==> src/verilog/cbt_pkg.sv <==
package cbt_pkg;
	// =====================================================
	// timing
	localparam int CBT_CLK_HZ   = 40_000_000;
	localparam int CBT_SEQ_HZ   = 1_000_000;
	localparam int CBT_SEQ_DIV  = CBT_CLK_HZ / CBT_SEQ_HZ;
	// =====================================================
	// acquisition figures
	localparam int CBT_CNT_W    = 16;
	localparam int CBT_WIN      = 256;
	localparam int CBT_AVG_N    = 44;
	localparam int CBT_NCS      = 8;
	localparam int CBT_COMP_W   = 8;
	localparam logic [15:0] CBT_GAIN_0 = 16'h0400;
	localparam logic [15:0] CBT_GAIN_1 = 16'h0600;
	localparam logic [15:0] CBT_GAIN_2 = 16'h0800;
	localparam logic [15:0] CBT_GAIN_3 = 16'h0A00;
	// =====================================================
	// register offsets
	localparam logic [7:0] CBT_A_CTRL   = 8'h00;
	localparam logic [7:0] CBT_A_TARGET = 8'h04;
	localparam logic [7:0] CBT_A_PROX   = 8'h08;
	localparam logic [7:0] CBT_A_TOUCH  = 8'h0C;
	localparam logic [7:0] CBT_A_STATUS = 8'h10;
	localparam logic [7:0] CBT_A_COUNT  = 8'h14;
	localparam logic [7:0] CBT_A_IRQ_ST = 8'h18;
	localparam logic [7:0] CBT_A_IRQ_CL = 8'h1C;
	localparam logic [7:0] CBT_A_IRQ_EN = 8'h20;
	// =====================================================
	// fields and reset values
	localparam int CBT_F_MODE   = 0;
	localparam int CBT_F_GAIN   = 2;
	localparam int CBT_F_RETUNE = 4;
	localparam int CBT_F_PP     = 5;
	localparam logic [1:0] CBT_MODE_CTRL   = 2'h0;
	localparam logic [1:0] CBT_MODE_DUAL   = 2'h1;
	localparam logic [1:0] CBT_MODE_STREAM = 2'h2;
	localparam logic [5:0]  CBT_CTRL_RST   = 6'h00;
	localparam logic [15:0] CBT_TARGET_RST = 16'h0500;
	localparam logic [15:0] CBT_PROX_RST   = 16'h0010;
	localparam logic [15:0] CBT_TOUCH_RST  = 16'h0040;
	localparam int CBT_NIRQ = 4;
	localparam int CBT_I_TUNED = 0;
	localparam int CBT_I_PROX  = 1;
	localparam int CBT_I_TOUCH = 2;
	localparam int CBT_I_SAT   = 3;
	typedef enum logic [2:0] {ST_IDLE, ST_CS, ST_COMP, ST_AVG, ST_RUN} cbt_state_t;
	typedef enum logic [1:0] {B_IDLE, B_CHG, B_XFR} cbt_phase_t;
endpackage

==> src/verilog/cbt_burst.sv <==
module cbt_burst
	import cbt_pkg::*;
#(
	parameter int CNT_W = CBT_CNT_W
) (
	input  wire logic             clk,
	input  wire logic             rst_n,
	input  wire logic             tick,
	input  wire logic             start,
	input  wire logic             trip,
	output logic                  charge_on,
	output logic                  transfer_on,
	output logic                  busy,
	output logic                  done,
	output logic [CNT_W-1:0]      count,
	output logic                  sat
);
	if (CNT_W < 8 || CNT_W > 16) begin : g_bad_width
		$error("count width unsupported");
	end

	localparam logic [CNT_W-1:0] MAXC = '1;
	cbt_phase_t       ph_q;
	logic [CNT_W-1:0] cnt_q;
	logic             done_q;
	logic             sat_q;
	wire  [CNT_W-1:0] cnt_inc = cnt_q + 1'b1;
	wire              at_max  = (cnt_inc == MAXC);
	wire              finish  = (ph_q == B_XFR) && tick && (trip || at_max);

	// =====================================================
	// charge then transfer, one period per tick pair
	always_ff @(posedge clk or negedge rst_n) begin
		if (!rst_n) begin
			ph_q   <= B_IDLE;
			cnt_q  <= '0;
			done_q <= 1'b0;
			sat_q  <= 1'b0;
		end else begin
			done_q <= finish;
			unique case (ph_q)
				B_IDLE: if (start) begin
					cnt_q <= '0;
					sat_q <= 1'b0;
					ph_q  <= B_CHG;
				end
				B_CHG: if (tick) ph_q <= B_XFR;
				B_XFR: if (tick) begin
					cnt_q <= cnt_inc;
					// a dead electrode never trips: stop at full scale
					if (finish) begin
						sat_q <= at_max && !trip;
						ph_q  <= B_IDLE;
					end else
						ph_q <= B_CHG;
				end
			endcase
		end
	end

	assign charge_on   = (ph_q == B_CHG);
	assign transfer_on = (ph_q == B_XFR);
	assign busy        = (ph_q != B_IDLE);
	assign done        = done_q;
	assign count       = cnt_q;
	assign sat         = sat_q;
endmodule // cbt_burst

==> src/verilog/cbt_tuning.sv <==
// The register offsets and the AHB-Lite register port are this design's own decisions.
module cbt_tuning
	import cbt_pkg::*;
(
	input  wire logic                  hclk,
	input  wire logic                  hresetn,
	input  wire logic                  hsel,
	input  wire logic [31:0]           haddr,
	input  wire logic [1:0]            htrans,
	input  wire logic                  hwrite,
	input  wire logic [2:0]            hsize,
	input  wire logic [31:0]           hwdata,
	input  wire logic                  hready,
	output logic                       hreadyout,
	output logic                       hresp,
	output logic [31:0]                hrdata,
	input  wire logic                  trip_level,
	output logic                       charge_on,
	output logic                       transfer_on,
	output logic [2:0]                 cs_sel,
	output logic [CBT_COMP_W-1:0]      parasitic_compensation,
	output logic                       primary_o,
	output logic                       primary_oe,
	input  wire logic                  secondary_i,
	output logic                       secondary_o,
	output logic                       secondary_oe,
	output logic                       irq
);
	localparam int CW = CBT_CNT_W;
	localparam logic [CBT_COMP_W-1:0] COMP_MAX = '1;
	localparam logic [2:0] CS_LAST = 3'(CBT_NCS - 1);
	localparam logic [5:0] AVG_LAST = 6'(CBT_AVG_N - 1);
	localparam logic [5:0] DIV_W = 6'(CBT_SEQ_DIV - 1);
	localparam logic [CW:0] WIN = (CW+1)'(CBT_WIN);

	// =====================================================
	// sequencing tick and pin synchronisers
	logic [5:0] div_q;
	logic       tick;
	logic [1:0] trip_sq;
	logic [1:0] sec_sq;
	logic       sec_prev_q;
	always_ff @(posedge hclk or negedge hresetn) begin
		if (!hresetn) begin
			div_q      <= '0;
			trip_sq    <= '0;
			sec_sq     <= '0;
			sec_prev_q <= 1'b0;
		end else begin
			div_q      <= tick ? 6'h00 : div_q + 6'h01;
			trip_sq    <= {trip_sq[0], trip_level};
			sec_sq     <= {sec_sq[0], secondary_i};
			sec_prev_q <= sec_sq[1];
		end
	end
	assign tick = (div_q == DIV_W);

	// =====================================================
	// register bus
	logic        ap_wr_q;
	logic [7:0]  ap_a_q;
	logic [5:0]  ctrl_q;
	logic [15:0] target_q;
	logic [15:0] prox_th_q;
	logic [15:0] touch_th_q;
	logic [CBT_NIRQ-1:0] ist_q;
	logic [CBT_NIRQ-1:0] ien_q;
	logic [CBT_NIRQ-1:0] ev;
	logic [31:0] rd_mux;

	wire        ap_take   = hsel && hready && htrans[1];
	wire        wr_ctrl   = ap_wr_q && ap_a_q == CBT_A_CTRL;
	wire        wr_clr    = ap_wr_q && ap_a_q == CBT_A_IRQ_CL;
	wire [1:0]  mode      = ctrl_q[CBT_F_MODE +: 2];
	wire [1:0]  gain_sel  = ctrl_q[CBT_F_GAIN +: 2];
	wire        pp        = ctrl_q[CBT_F_PP];
	wire        sw_retune = wr_ctrl && hwdata[CBT_F_RETUNE];
	// in control mode a rising edge on the host control input asks for a retune
	wire        host_retune = (mode == CBT_MODE_CTRL) && sec_sq[1] && !sec_prev_q;

	always_ff @(posedge hclk or negedge hresetn) begin
		if (!hresetn) begin
			ap_wr_q <= 1'b0;
			ap_a_q  <= '0;
			hrdata  <= '0;
		end else begin
			ap_wr_q <= ap_take && hwrite;
			ap_a_q  <= {haddr[7:2], 2'b00};
			hrdata  <= (ap_take && !hwrite) ? rd_mux : 32'h0000_0000;
		end
	end

	always_ff @(posedge hclk or negedge hresetn) begin
		if (!hresetn) begin
			ctrl_q     <= CBT_CTRL_RST;
			target_q   <= CBT_TARGET_RST;
			prox_th_q  <= CBT_PROX_RST;
			touch_th_q <= CBT_TOUCH_RST;
			ien_q      <= '0;
		end else if (ap_wr_q) begin
			// retune is a strobe, never stored
			if (ap_a_q == CBT_A_CTRL)
				ctrl_q <= {hwdata[CBT_F_PP], 1'b0, hwdata[CBT_F_GAIN +: 2], hwdata[CBT_F_MODE +: 2]};
			if (ap_a_q == CBT_A_TARGET) target_q <= hwdata[15:0];
			if (ap_a_q == CBT_A_PROX) prox_th_q <= hwdata[15:0];
			if (ap_a_q == CBT_A_TOUCH) touch_th_q <= hwdata[15:0];
			if (ap_a_q == CBT_A_IRQ_EN) ien_q <= hwdata[CBT_NIRQ-1:0];
		end
	end

	// the event of the clearing cycle survives: set wins over clear
	always_ff @(posedge hclk or negedge hresetn) begin
		if (!hresetn)
			ist_q <= '0;
		else
			ist_q <= (ist_q & ~(wr_clr ? hwdata[CBT_NIRQ-1:0] : '0)) | ev;
	end
	assign irq       = |(ist_q & ien_q);
	assign hreadyout = 1'b1;
	assign hresp     = 1'b0;

	// =====================================================
	// burst engine
	cbt_state_t      st_q;
	logic            b_start;
	logic            b_busy;
	logic            b_done;
	logic            b_sat;
	logic [CW-1:0]   b_cnt;
	cbt_burst #(.CNT_W(CW)) u_burst (
		.clk         (hclk),
		.rst_n       (hresetn),
		.tick        (tick),
		.start       (b_start),
		.trip        (trip_sq[1]),
		.charge_on   (charge_on),
		.transfer_on (transfer_on),
		.busy        (b_busy),
		.done        (b_done),
		.count       (b_cnt),
		.sat         (b_sat)
	);

	// =====================================================
	// tuning sequencer
	logic [2:0]            cs_q;
	logic [2:0]            best_cs_q;
	logic [CW-1:0]         best_d_q;
	logic [CBT_COMP_W-1:0] comp_q;
	logic [5:0]            avg_n_q;
	logic [CW+5:0]         sum_q;
	logic [CW-1:0]         ref_q;
	logic [CW-1:0]         last_q;
	logic                  prox_q;
	logic                  touch_q;
	logic [15:0]           gain_tgt;

	always_comb begin
		unique case (gain_sel)
			2'h0: gain_tgt = CBT_GAIN_0;
			2'h1: gain_tgt = CBT_GAIN_1;
			2'h2: gain_tgt = CBT_GAIN_2;
			2'h3: gain_tgt = CBT_GAIN_3;
		endcase
	end

	wire [CW-1:0] g_dist    = (b_cnt > gain_tgt) ? b_cnt - gain_tgt : gain_tgt - b_cnt;
	wire          better    = (cs_q == 3'h0) || (g_dist < best_d_q);
	wire [2:0]    pick_cs   = better ? cs_q : best_cs_q;
	wire [CW:0]   win_hi    = {1'b0, target_q} + WIN;
	wire [CW:0]   win_lo    = (target_q > CBT_WIN) ? {1'b0, target_q} - WIN : '0;
	wire          in_upper  = {1'b0, b_cnt} <= win_hi;
	wire [CW+5:0] sum_nx    = sum_q + (CW+6)'(b_cnt);
	wire [CW+5:0] avg_val   = sum_nx / (CW+6)'(CBT_AVG_N);
	wire          ref_out   = {1'b0, ref_q} > win_hi || {1'b0, ref_q} < win_lo;
	wire [CW-1:0] delta     = (ref_q > b_cnt) ? ref_q - b_cnt : '0;
	wire          prox_nx   = delta > prox_th_q;
	wire          touch_nx  = delta > touch_th_q;
	wire          run_done  = (st_q == ST_RUN) && b_done;
	wire          retune    = sw_retune || host_retune || (run_done && ref_out);
	wire          tuning    = (st_q != ST_RUN);

	assign b_start = !b_busy && !b_done && (st_q != ST_IDLE);

	always_ff @(posedge hclk or negedge hresetn) begin
		if (!hresetn) begin
			st_q      <= ST_IDLE;
			cs_q      <= '0;
			best_cs_q <= '0;
			best_d_q  <= '0;
			comp_q    <= '0;
			avg_n_q   <= '0;
			sum_q     <= '0;
			ref_q     <= '0;
		end else if (retune || st_q == ST_IDLE) begin
			st_q   <= ST_CS;
			cs_q   <= '0;
			comp_q <= '0;
		end else if (b_done) begin
			unique case (st_q)
				ST_CS: begin
					best_cs_q <= pick_cs;
					if (better) best_d_q <= g_dist;
					if (cs_q == CS_LAST) begin
						cs_q <= pick_cs;
						st_q <= ST_COMP;
					end else
						cs_q <= cs_q + 3'h1;
				end
				ST_COMP: begin
					if (in_upper || comp_q == COMP_MAX) begin
						st_q    <= ST_AVG;
						avg_n_q <= '0;
						sum_q   <= '0;
					end else
						comp_q <= comp_q + 1'b1;
				end
				ST_AVG: begin
					sum_q   <= sum_nx;
					avg_n_q <= avg_n_q + 6'h01;
					if (avg_n_q == AVG_LAST) begin
						ref_q <= avg_val[CW-1:0];
						st_q  <= ST_RUN;
					end
				end
				ST_RUN: ;
				default: st_q <= ST_IDLE;
			endcase
		end
	end

	always_ff @(posedge hclk or negedge hresetn) begin
		if (!hresetn) begin
			last_q  <= '0;
			prox_q  <= 1'b0;
			touch_q <= 1'b0;
		end else begin
			if (b_done) last_q <= b_cnt;
			if (tuning || retune) begin
				prox_q  <= 1'b0;
				touch_q <= 1'b0;
			end else if (run_done) begin
				prox_q  <= prox_nx;
				touch_q <= touch_nx;
			end
		end
	end

	assign ev[CBT_I_TUNED] = (st_q == ST_AVG) && b_done && avg_n_q == AVG_LAST;
	assign ev[CBT_I_PROX]  = run_done && !retune && prox_nx && !prox_q;
	assign ev[CBT_I_TOUCH] = run_done && !retune && touch_nx && !touch_q;
	assign ev[CBT_I_SAT]   = b_done && b_sat;

	// compensation found by tuning stays applied on every acquisition until a retune clears it to zero
	assign cs_sel                 = cs_q;
	assign parasitic_compensation = comp_q;

	// =====================================================
	// pins
	wire det_any = prox_q || touch_q;
	wire pri_val = (mode == CBT_MODE_DUAL) ? touch_q :
	               (mode == CBT_MODE_STREAM) ? tuning : det_any;
	wire pri_od  = !pp || (mode == CBT_MODE_STREAM);
	wire dual    = (mode == CBT_MODE_DUAL);

	// open drain pulls low for an active indication; the bus pull-up gives idle high
	always_ff @(posedge hclk or negedge hresetn) begin
		if (!hresetn) begin
			primary_o    <= 1'b1;
			primary_oe   <= 1'b0;
			secondary_o  <= 1'b0;
			secondary_oe <= 1'b0;
		end else begin
			primary_o    <= pri_od ? 1'b0 : pri_val;
			primary_oe   <= pri_od ? pri_val : 1'b1;
			secondary_o  <= dual && prox_q && !touch_q;
			secondary_oe <= dual;
		end
	end

	always_comb begin
		rd_mux = 32'h0000_0000;
		case (haddr[7:0] & 8'hFC)
			CBT_A_CTRL:   rd_mux = {26'h0, ctrl_q & 6'h2F};
			CBT_A_TARGET: rd_mux = {16'h0, target_q};
			CBT_A_PROX:   rd_mux = {16'h0, prox_th_q};
			CBT_A_TOUCH:  rd_mux = {16'h0, touch_th_q};
			CBT_A_STATUS: rd_mux = {16'h0, comp_q, 1'b0, cs_q, 1'b0, touch_q, prox_q, tuning};
			CBT_A_COUNT:  rd_mux = {ref_q, last_q};
			CBT_A_IRQ_ST: rd_mux = {28'h0, ist_q};
			CBT_A_IRQ_EN: rd_mux = {28'h0, ien_q};
			default:      rd_mux = 32'h0000_0000;
		endcase
	end
endmodule // cbt_tuning

==> config.mk <==
export PLATFORM = sky130hd
export DESIGN_NAME = cbt_tuning
export DESIGN_NICKNAME = d
export VERILOG_FILES = /design/src/verilog/cbt_pkg.sv /design/src/verilog/cbt_burst.sv /design/src/verilog/cbt_tuning.sv
export SDC_FILE = /design/constraint.sdc
export NUM_CORES = 1
export LEC_CHECK = 0
export CELL_PAD_IN_SITES_DETAIL_PLACEMENT = 1
export CELL_PAD_IN_SITES_GLOBAL_PLACEMENT = 1
export CORE_AREA = 4 4 211 213
export CTS_BUF_LIST = sky130_fd_sc_hd__clkbuf_16
export DETAILED_ROUTE_END_ITERATION = 7
export DIE_AREA = 0 0 215 217
export DONT_BUFFER_PORTS = 1
export HOLD_SLACK_MARGIN = 0.12
export PLACE_DENSITY_LB_ADDON = 0.1
export SYNTH_ARGS = -nofsm -noshare
export SYNTH_HDL_FRONTEND = slang
export SYNTH_SLANG_ARGS = --single-unit
==> constraint.sdc <==
create_clock -name hclk -period 12.75 [get_ports hclk]
set_input_delay 2.55 -clock hclk [delete_from_list [all_inputs] [get_ports hclk]]
set_output_delay 2.55 -clock hclk [all_outputs]
set_load 0.03 [all_outputs]
==> results of run 1 <==
==> power by group through the flow <==
| stage | clock network, mW | logic, mW | registers (mW) |
|---|---|---|---|
| floorplan | 0 | 0.0453 | 0.760 |
| global placement | 0 | 0.0558 | 0.765 |
| detailed placement | 0 | 0.0588 | 0.765 |
| CTS | 0.741 | 0.0592 | 0.752 |
| global route | 0.775 | 0.0653 | 0.753 |
| finish | 0.726 | 0.0587 | 0.753 |
==> flip-flops by register name, summed over array words and instances (netlist names), 2 cells and up <==
signal,flops
best_d_q,16
touch_th_q,16
div_q,6
avg_n_q,6
ref_q,16
st_q,3
trip_sq,2
ap_a_q,6
cs_sel,3
best_cs_q,3
prox_th_q,16
ctrl_q,5
target_q,16
sec_sq,2
ien_q,4
parasitic_compensation,8
u_burst.count,16
u_burst.ph_q,2
hrdata,32
last_q,16
sum_q,22
ist_q,4
==> cells by family (layout without fill, tap and decap cells) <==
| group | count (synthesis) | in the layout | synth area share (%) |
|---|---|---|---|
| and+or+nand+nor | 743 | 743 | 19.8 |
| AOI/OAI and AO/OA | 738 | 738 | 27.3 |
| DFF | 230 | 230 | 30.4 |
| buffers and inverters | 226 | 187 | 5.14 |
| adders and majority gates | 151 | 151 | 10.1 |
| xor gates and xnor gates | 83 | 83 | 3.83 |
| muxes | 60 | 60 | 3.43 |
| other | 2 | 2 | 0.0396 |
==> placed cells by master (no fill, tap or decap), types with 22 or more instances in the layout <==
cell,instances
a211oi_1,28
a21o_1,47
a21oi_1,139
a22oi_1,24
a31oi_1,22
and2_1,26
buf_4,38
clkbuf_16,27
dfrtp_1,225
ha_1,147
inv_1,103
mux2_2,40
nand2_1,237
nand2b_1,26
nand3_1,68
nand4_1,42
nor2_1,130
nor2b_1,22
nor3_1,59
nor4_1,26
o211ai_1,32
o21ai_0,174
o31ai_1,32
xnor2_1,56
xor2_1,27
==> cell type report <==
class                   count  area (µm²)
multi-input cells        1777       12300
well taps                 546         683
flip-flops and latches    230        5760
clock inverters            23         135
inverters                  99         372
clock buffers              27         676
repair buffers             38         285
fillers                  5060       22500
==> path summary, 6_finish.rpt <==
kind	from	slack, ps	to	cells past startpoint
worst max-delay path	u_burst.count[11]	1080	ref_q[0]	31
worst min-delay path	trip_sq[0]	350	trip_sq[1]	0
worst max register to register	u_burst.count[11]	1080	ref_q[0]	31
worst min register to register	trip_sq[0]	350	trip_sq[1]	0
max in group asynchronous	hresetn	10780	target_q[10]	0
min in group asynchronous	hresetn	1690	ap_a_q[7]	0
==> routing by layer <==
| layer | GRT usage [%] | wire length [µm] | vias up |
|---|---|---|---|
| met4 | 9.60 | 2480 | 0 |
| met2 | 47.5 | 31500 | 395 |
| met5 | 0 | 0 | - |
| met3 | 2.54 | 2390 | 123 |
| met1 | 33.4 | 27000 | 8804 |
| li1 | - | - | 8222 |
==> critical path, delay by kind of cell (launching register included) <==
kind / cells / cell delay, ps
fa+ha+maj: 1 / 440
simple gates: 14 / 5090
compound gates: 12 / 4150
mux: 3 / 890
flops: 1 / 800
xor+xnor: 1 / 160
==> run metrics, run 1 <==
Int Pwr approximately 1.2 mW; Worst EP required ~13000 ps; DP Wirelength about 47000 µm; Worst-Skew Late Latency around 560 ps; CP max stage cell dfrtp_1; Worst Setup Path Type register to register; Netlist cell types between 100 and 150; Routed Antenna Nets 0; Die Span Y approximately 220 µm; WHS about 350 ps; post-route clock skew ~12 ps; 1st-pass router iterations 8; DP Worst Slack ~1200 ps; crit share post-route 91.5%; drt wl/cell about 23 µm; Post-CTS Setup Inserts 0; Horiz. Die Dim ~220 µm; TritonCTS Buffers 27; vias in the first global route ~18000; die area approximately 0.047 mm²; fin area ~0.020 mm²; largest area contributor in the netlist dfrtp_1; largest net degree at the start of global routing about 230; ys flop type dfrtp_1; H-tree depth 1; Final Power 1.54 mW; vias per cell between 6 and 7; LEAKAGE just under 9 nW; Clock Power Share 47.2%; WL final 63400 µm; via count about 18000; port bufs 0; initial core utilization roughly 44%; Rel. slew slack between 10% and 20%; share of cells above drive strength 1 about 9.6%; Placer Congestion around 0.94; non-filler instance count after layout roughly 2700; part of the Yosys area used for sequential elements 30.4%; first-pass GRT wire length around 100000 µm; GRT Overall Usage 26.5%; outcome finished clean; TNS Setup 0 ps; Worst Tran Pin Value 1220 ps; class of the worst hold path register to register; sw frac 24.1%; root buf cell clkbuf_16; max_cap viols 0; Max Buffers Root-to-Sink 3; Pins Over Slew Limit 0; Post-Syn Instances between 2000 and 2500; Overflow after GRT 0; count of state elements after synthesis 230; dominant cell by count in the synthesized netlist nand2_1; Post-synth top cells 237 x nand2_1, 225 x dfrtp_1, 174 x o21ai_0; DRC 0; Finished Core Util 47.3%; Switch Pwr about 0.37 mW; EDFF count, synth 0; # hold bufs at CTS 0; ant diodes 0; syn nets between 2000 and 2500; core area roughly 0.043 mm²; # setup viols final 0; Gate power share 3.8%; initial antenna violation count 1; DP Area 0.0194 mm²; crit-path max FO 19; TritonCTS clock tree built; Inst Count DP ~2700; Startpoint Class register; Fmax achieved 0.0857 GHz; IO Count between 100 and 150; Mapped Area about 0.019 mm²; DRT iter0 DRCs 1249; # clock sinks 230; CTS resizes 0; synth-to-layout area growth 6.39%; CP max stage delay approximately 800 ps; clk slew on worst S/H paths ~60 ps; top cells by area, synth dfrtp_1 30%, ha_1 9.7%, nand2_1 4.7%, o21ai_0 4.6%, a21oi_1 3.7%; VDD IR-drop max roughly 0.07 mV; crit path DAT ~12000 ps; Crit. End Element register; fin nets approximately 2400; RSZ-0062 raised after global routing false; part of the power in registers 49.0%; pwr/cell area approximately 76 mW/mm²; final hold violation count 0; critical path's most frequent cell or4_1; synth warn 0; setup ws final 1080 ps; row cnt 76; ys async rst share 100%; syn avg cell area about 8.5 µm²; area share of the leading cell type in the synthesized netlist a little under 30%; post-route minimum period roughly 12000 ps
Power figures use the tool's default switching activity.
==> run 2: changes to the inputs <==
PLACE_DENSITY = 0.74   (was not set)
PLACE_DENSITY_LB_ADDON = not set   (was 0.1)
==> run metrics, run 2 (synthesis gave the netlist of run 1 again) <==
outcome finished clean; CTS resizes 0 (unchanged); RSZ-0062 raised after global routing false; fin area 0.0203 mm² (+0.45%); H-tree depth 1 (unchanged); Pins Over Slew Limit 0 (unchanged); Overflow after GRT 0 (unchanged); commonest cells after routing, fill and taps aside 237 x nand2_1, 225 x dfrtp_1, 174 x o21ai_0; crit-path max FO 19 (unchanged); clk slew on worst S/H paths 70 ps (about the same); CP Launch Point u_burst.count[11]; R2R depth 31 (unchanged); DP Worst Slack 1310 ps (+70.6 ps); Die Span Y 217 µm (unchanged); reg2reg start u_burst.count[11]; vias in the first global route 18200 (+1.1%); Crit. End Element register; CP Capture Point ref_q[0]; Rel. slew slack 20.6% (+2.2 points); TritonCTS clock tree built; Routed Antenna Nets 0 (unchanged); Worst R2R End ref_q[0]; WL final 63900 µm (+0.73%); CP max stage delay 790 ps (about the same); Startpoint Class register; R2R setup slack 1160 ps (+70 ps); # setup viols final 0 (unchanged); max_cap viols 0 (unchanged); IO Count 128 (unchanged); VDD IR-drop max 0.0913 mV (+28%); TritonCTS Buffers 27 (unchanged); post-route minimum period 11590 ps (-72.6 ps); met3 usage 2.75% (+0.21 points); initial antenna violation count 0 (-1); Max Buffers Root-to-Sink 3 (unchanged); pwr/cell area 79.7 mW/mm² (+4.6%); ant diodes 0 (unchanged); Largest Register hrdata; DP Wirelength 47300 µm (+0.42%); share of cells above drive strength 1 9.98% (+0.36 points); largest net degree at the start of global routing 231 (unchanged); DP Area 0.0194 mm² (about the same); Worst Setup Path Type register to register; Seq. cell area 0.00576 mm² (unchanged); TNS Setup 0 ps (unchanged); DRT iter0 DRCs 1422 (+14%); Fill cells 5043 (-0.34%); Worst Tran Pin Value 1190 ps (-27.6 ps); CP max stage cell dfrtp_1; LEAKAGE 8.93 nW (+0.35%); Placer Congestion 0.944 (+0.85%); fin nets 2399 (unchanged); 1st-pass router iterations 7 (-1); DRC 0 (unchanged); port bufs 0 (unchanged); drt wl/cell 23.3 µm (+0.73%); post-route clock skew 13.5 ps (+1.34 ps); WHS 356 ps (+6.73 ps); synth-to-layout area growth 6.87%; root buf cell clkbuf_16; max reg flops 32 (unchanged); commonest non-fill, non-tap cell in the layout nand2_1; GRT Overall Usage 26.6% (+0.070 points); row cnt 76 (unchanged); class of the worst hold path register to register; first-pass GRT wire length 102000 µm (+1.0%); final hold violation count 0 (unchanged); Worst-Skew Late Latency 560 ps (about the same); Post-CTS Setup Inserts 0 (unchanged); GR peak layer met2; via count 17800 (+1.4%); vias per cell 6.50 (+1.4%); GR Util met1 33.3% (about the same); core area 0.0427 mm² (unchanged); crit path DAT 12030 ps (-80 ps); die area 0.0467 mm² (unchanged); # hold bufs at CTS 0 (unchanged); Horiz. Die Dim 215 µm (unchanged); crit share post-route 90.9% (-0.57 points); # clock sinks 230 (unchanged); Multi-input gate area 0.0123 mm² (about the same); setup ws final 1160 ps (+72.6 ps); registers with the most flip-flops hrdata: 32 flops, sum_q: 22 flops; met2 Resource Use GR 47.7% (+0.27 points); Worst EP required 13190 ps (about the same); Fmax achieved 0.0863 GHz (+0.63%); initial core utilization 44.4% (unchanged)
## run 2: cell count changes in the layout (fill, tap and decap cells not counted), moves of 2 or more
cell	previous run	this run
bufinv_16	1	4
clkinv_2	5	7
clkinvlp_4	1	3
inv_1	103	100
inv_6	1	4
clkinv_1	10	4
## run 2: routing by layer
layer  wire, µm  up-vias
li1           -     8241
met1      27200     8965
met2      31800      452
met3       2480      139
met4       2370        0
met5          0        -
## run 2: through the flow
step                      total power, mW  std cells  util, %
after floorplan                     0.805       2233        -
after global placement              0.821       2690     45.3
after detailed placement            0.824       2690     45.3
after CTS                            1.63       2740     47.5
after global routing                 1.67       2740     47.5
final                                1.61       2740     47.5
## run 2: critical path: cells and delay by family (launching register included)
family          cells  cell delay (ps)
compound gates     14             4720
simple gates       13             4630
mux                 3              880
flops               1              790
fa+ha+maj           1              430
## run 2: worst min path at each step
stage	startpoint	to	cells past startpoint	slack, ps
finish	trip_sq[0]	trip_sq[1]	0	360
global placement	trip_sq[0]	trip_sq[1]	0	340
detailed placement	trip_sq[0]	trip_sq[1]	0	340
CTS	trip_sq[0]	trip_sq[1]	0	360
global route	trip_sq[0]	trip_sq[1]	0	370
floorplan	sec_sq[0]	sec_sq[1]	0	330
## run 2: layout make-up
type / count / share of cell area [%]
inverter: 99 / 1.83
clock inverter: 23 / 1.14
clock buffer: 27 / 3.33
multi-input combinational: 1777 / 60.5
sequential: 230 / 28.4
timing repair buffer: 38 / 1.41
tap: 546 / 3.37
## run 2: where the power goes
part	total, mW	switching, mW	internal, mW
Clock	0.803	0.333	0.470
Combinational	0.0591	0.0379	0.0211
Sequential	0.753	0.0121	0.741
==> run 3: changes to the inputs <==
CORE_AREA = 2 2 209 211   (was 4 4 211 213)
DIE_AREA = 0 0 211 213   (was 0 0 215 217)
SLEW_MARGIN = 20   (was not set)
==> run metrics, run 3 (synthesis gave the netlist of run 1 again) <==
CTS resizes 0 (unchanged); Horiz. Die Dim 211 µm (-1.9%); registers with the most flip-flops hrdata: 32 flops, sum_q: 22 flops; Startpoint Class register; Pins Over Slew Limit 0 (unchanged); final hold violation count 0 (unchanged); # clock sinks 230 (unchanged); outcome finished clean; class of the worst hold path register to register; Int Pwr 1.15 mW (-6.9%); clk slew on worst S/H paths 60 ps (about the same); core area 0.0427 mm² (unchanged); IO Count 128 (unchanged); max_cap viols 0 (unchanged); non-filler instance count after layout 2738 (-0.073%); root buf cell clkbuf_16; die area 0.0449 mm² (-3.7%); Fmax achieved 0.0851 GHz (-1.4%); crit share post-route 92.2% (+1.3 points); Gate power share 3.9% (+0.2 points); VDD IR-drop max 0.0728 mV (-20%); vias in the first global route 18500 (+1.5%); Crit. End Element register; Worst EP required 13200 ps (about the same); Die Span Y 213 µm (-1.8%); Inst Count DP 2688 (-0.074%); part of the power in registers 49.4% (+2.8 points); DRT iter0 DRCs 1282 (-9.8%); port bufs 0 (unchanged); Largest Register hrdata; TritonCTS clock tree built; Fill cells 5042 (-0.020%); row cnt 76 (unchanged); LEAKAGE 8.89 nW (-0.52%); synth-to-layout area growth 6.28%; DRC 0 (unchanged); WL final 63800 µm (about the same); Max Buffers Root-to-Sink 3 (unchanged); largest net degree at the start of global routing 231 (unchanged); initial antenna violation count 0 (unchanged); fin nets 2397 (-0.083%); commonest non-fill, non-tap cell in the layout nand2_1; sw frac 24.7% (+1.0 points); vias per cell 6.50 (about the same); DP Wirelength 47100 µm (-0.34%); Worst Tran Pin Value 1020 ps (-164 ps); CP max stage cell and2_1; share of cells above drive strength 1 9.76% (-0.22 points); crit-path max FO 26 (+7); # setup viols final 0 (unchanged); initial core utilization 44.4% (unchanged); Clock Power Share 46.7% (-3.0 points); via count 17800 (-0.017%); post-route clock skew 16.1 ps (+2.60 ps); critical path's most frequent cell or4_1; Rel. slew slack 31.7% (+11 points); Post-CTS Setup Inserts 0 (unchanged); post-route minimum period 11750 ps (+161 ps); H-tree depth 1 (unchanged); TNS Setup 0 ps (unchanged); max reg flops 32 (unchanged); crit path DAT 12200 ps (+170 ps); drt wl/cell 23.3 µm (about the same); 1st-pass router iterations 6 (-1); Overflow after GRT 0 (unchanged); RSZ-0062 raised after global routing false; ant diodes 0 (unchanged); Routed Antenna Nets 0 (unchanged); TritonCTS Buffers 27 (unchanged); Switch Pwr 0.377 mW (-1.7%); pwr/cell area 75.6 mW/mm² (-5.1%); Worst Setup Path Type register to register; Placer Congestion 0.924 (-2.2%); first-pass GRT wire length 102000 µm (-0.53%); Worst-Skew Late Latency 560 ps (about the same); commonest cells after routing, fill and taps aside 237 x nand2_1, 225 x dfrtp_1, 174 x o21ai_0; CP max stage delay 860 ps (+70 ps); GRT Overall Usage 28.2% (+1.6 points); # hold bufs at CTS 0 (unchanged)
-- run 3: final cells by class --
class	count	area (µm²)	share of cell area [%]
Clock buffer	27	676	3.35
Clock inverter	23	116	0.577
Inverter	99	372	1.84
Multi-Input combinational cell	1777	12300	60.9
Sequential cell	230	5760	28.6
Tap cell	546	683	3.39
Timing Repair Buffer	36	270	1.34
-- run 3: per-layer routing --
metal	global-route usage [%]	share of wire [%]
met1	34.5	42
met3	2.88	4.6
met4	10.8	3.8
met5	0	0
met2	50.9	50
-- run 3: critical path, delay by kind of cell, from the launching register on --
| kind | cells | cell delay (ps) |
|---|---|---|
| simple gates | 12 | 4950 |
| compound gates | 17 | 4990 |
| flops | 1 | 560 |
| fa+ha+maj | 2 | 820 |
| mux | 1 | 320 |
-- run 3: final timing paths --
path	start	end	slack [ps]	cells past startpoint
max reg2reg	u_burst.count[0]	ref_q[0]	1000	32
max in group asynchronous	hresetn	target_q[8]	10590	0
max	u_burst.count[0]	ref_q[0]	1000	32
min in group asynchronous	hresetn	secondary_oe	1690	0
min reg2reg	trip_sq[0]	trip_sq[1]	350	0
min	trip_sq[0]	trip_sq[1]	350	0
-- run 3: power groups by stage --
stage               clock network [mW]  logic, mW  registers (mW)
floorplan                            0     0.0453           0.760
global placement                     0     0.0555           0.765
detailed placement                   0     0.0590           0.766
CTS                              0.722     0.0595           0.752
global route                     0.750     0.0668           0.753
finish                           0.711     0.0597           0.753
-- run 3: stage by stage --
stage / hold WS (ps) / instance area, µm² / util, % / setup slack, ps / power (mW)
2_1_floorplan: 331 / 19000 / - / 3820 / 0.805
3_3_place_gp: 341 / 19300 / 45.3 / 1620 / 0.820
3_5_place_dp: 337 / 19300 / 45.3 / 1230 / 0.825
4_1_cts: 354 / 20100 / 47.2 / 1160 / 1.53
5_1_grt: 365 / 20200 / 47.2 / 242 / 1.57
6_report: 351 / 20200 / 47.2 / 995 / 1.52
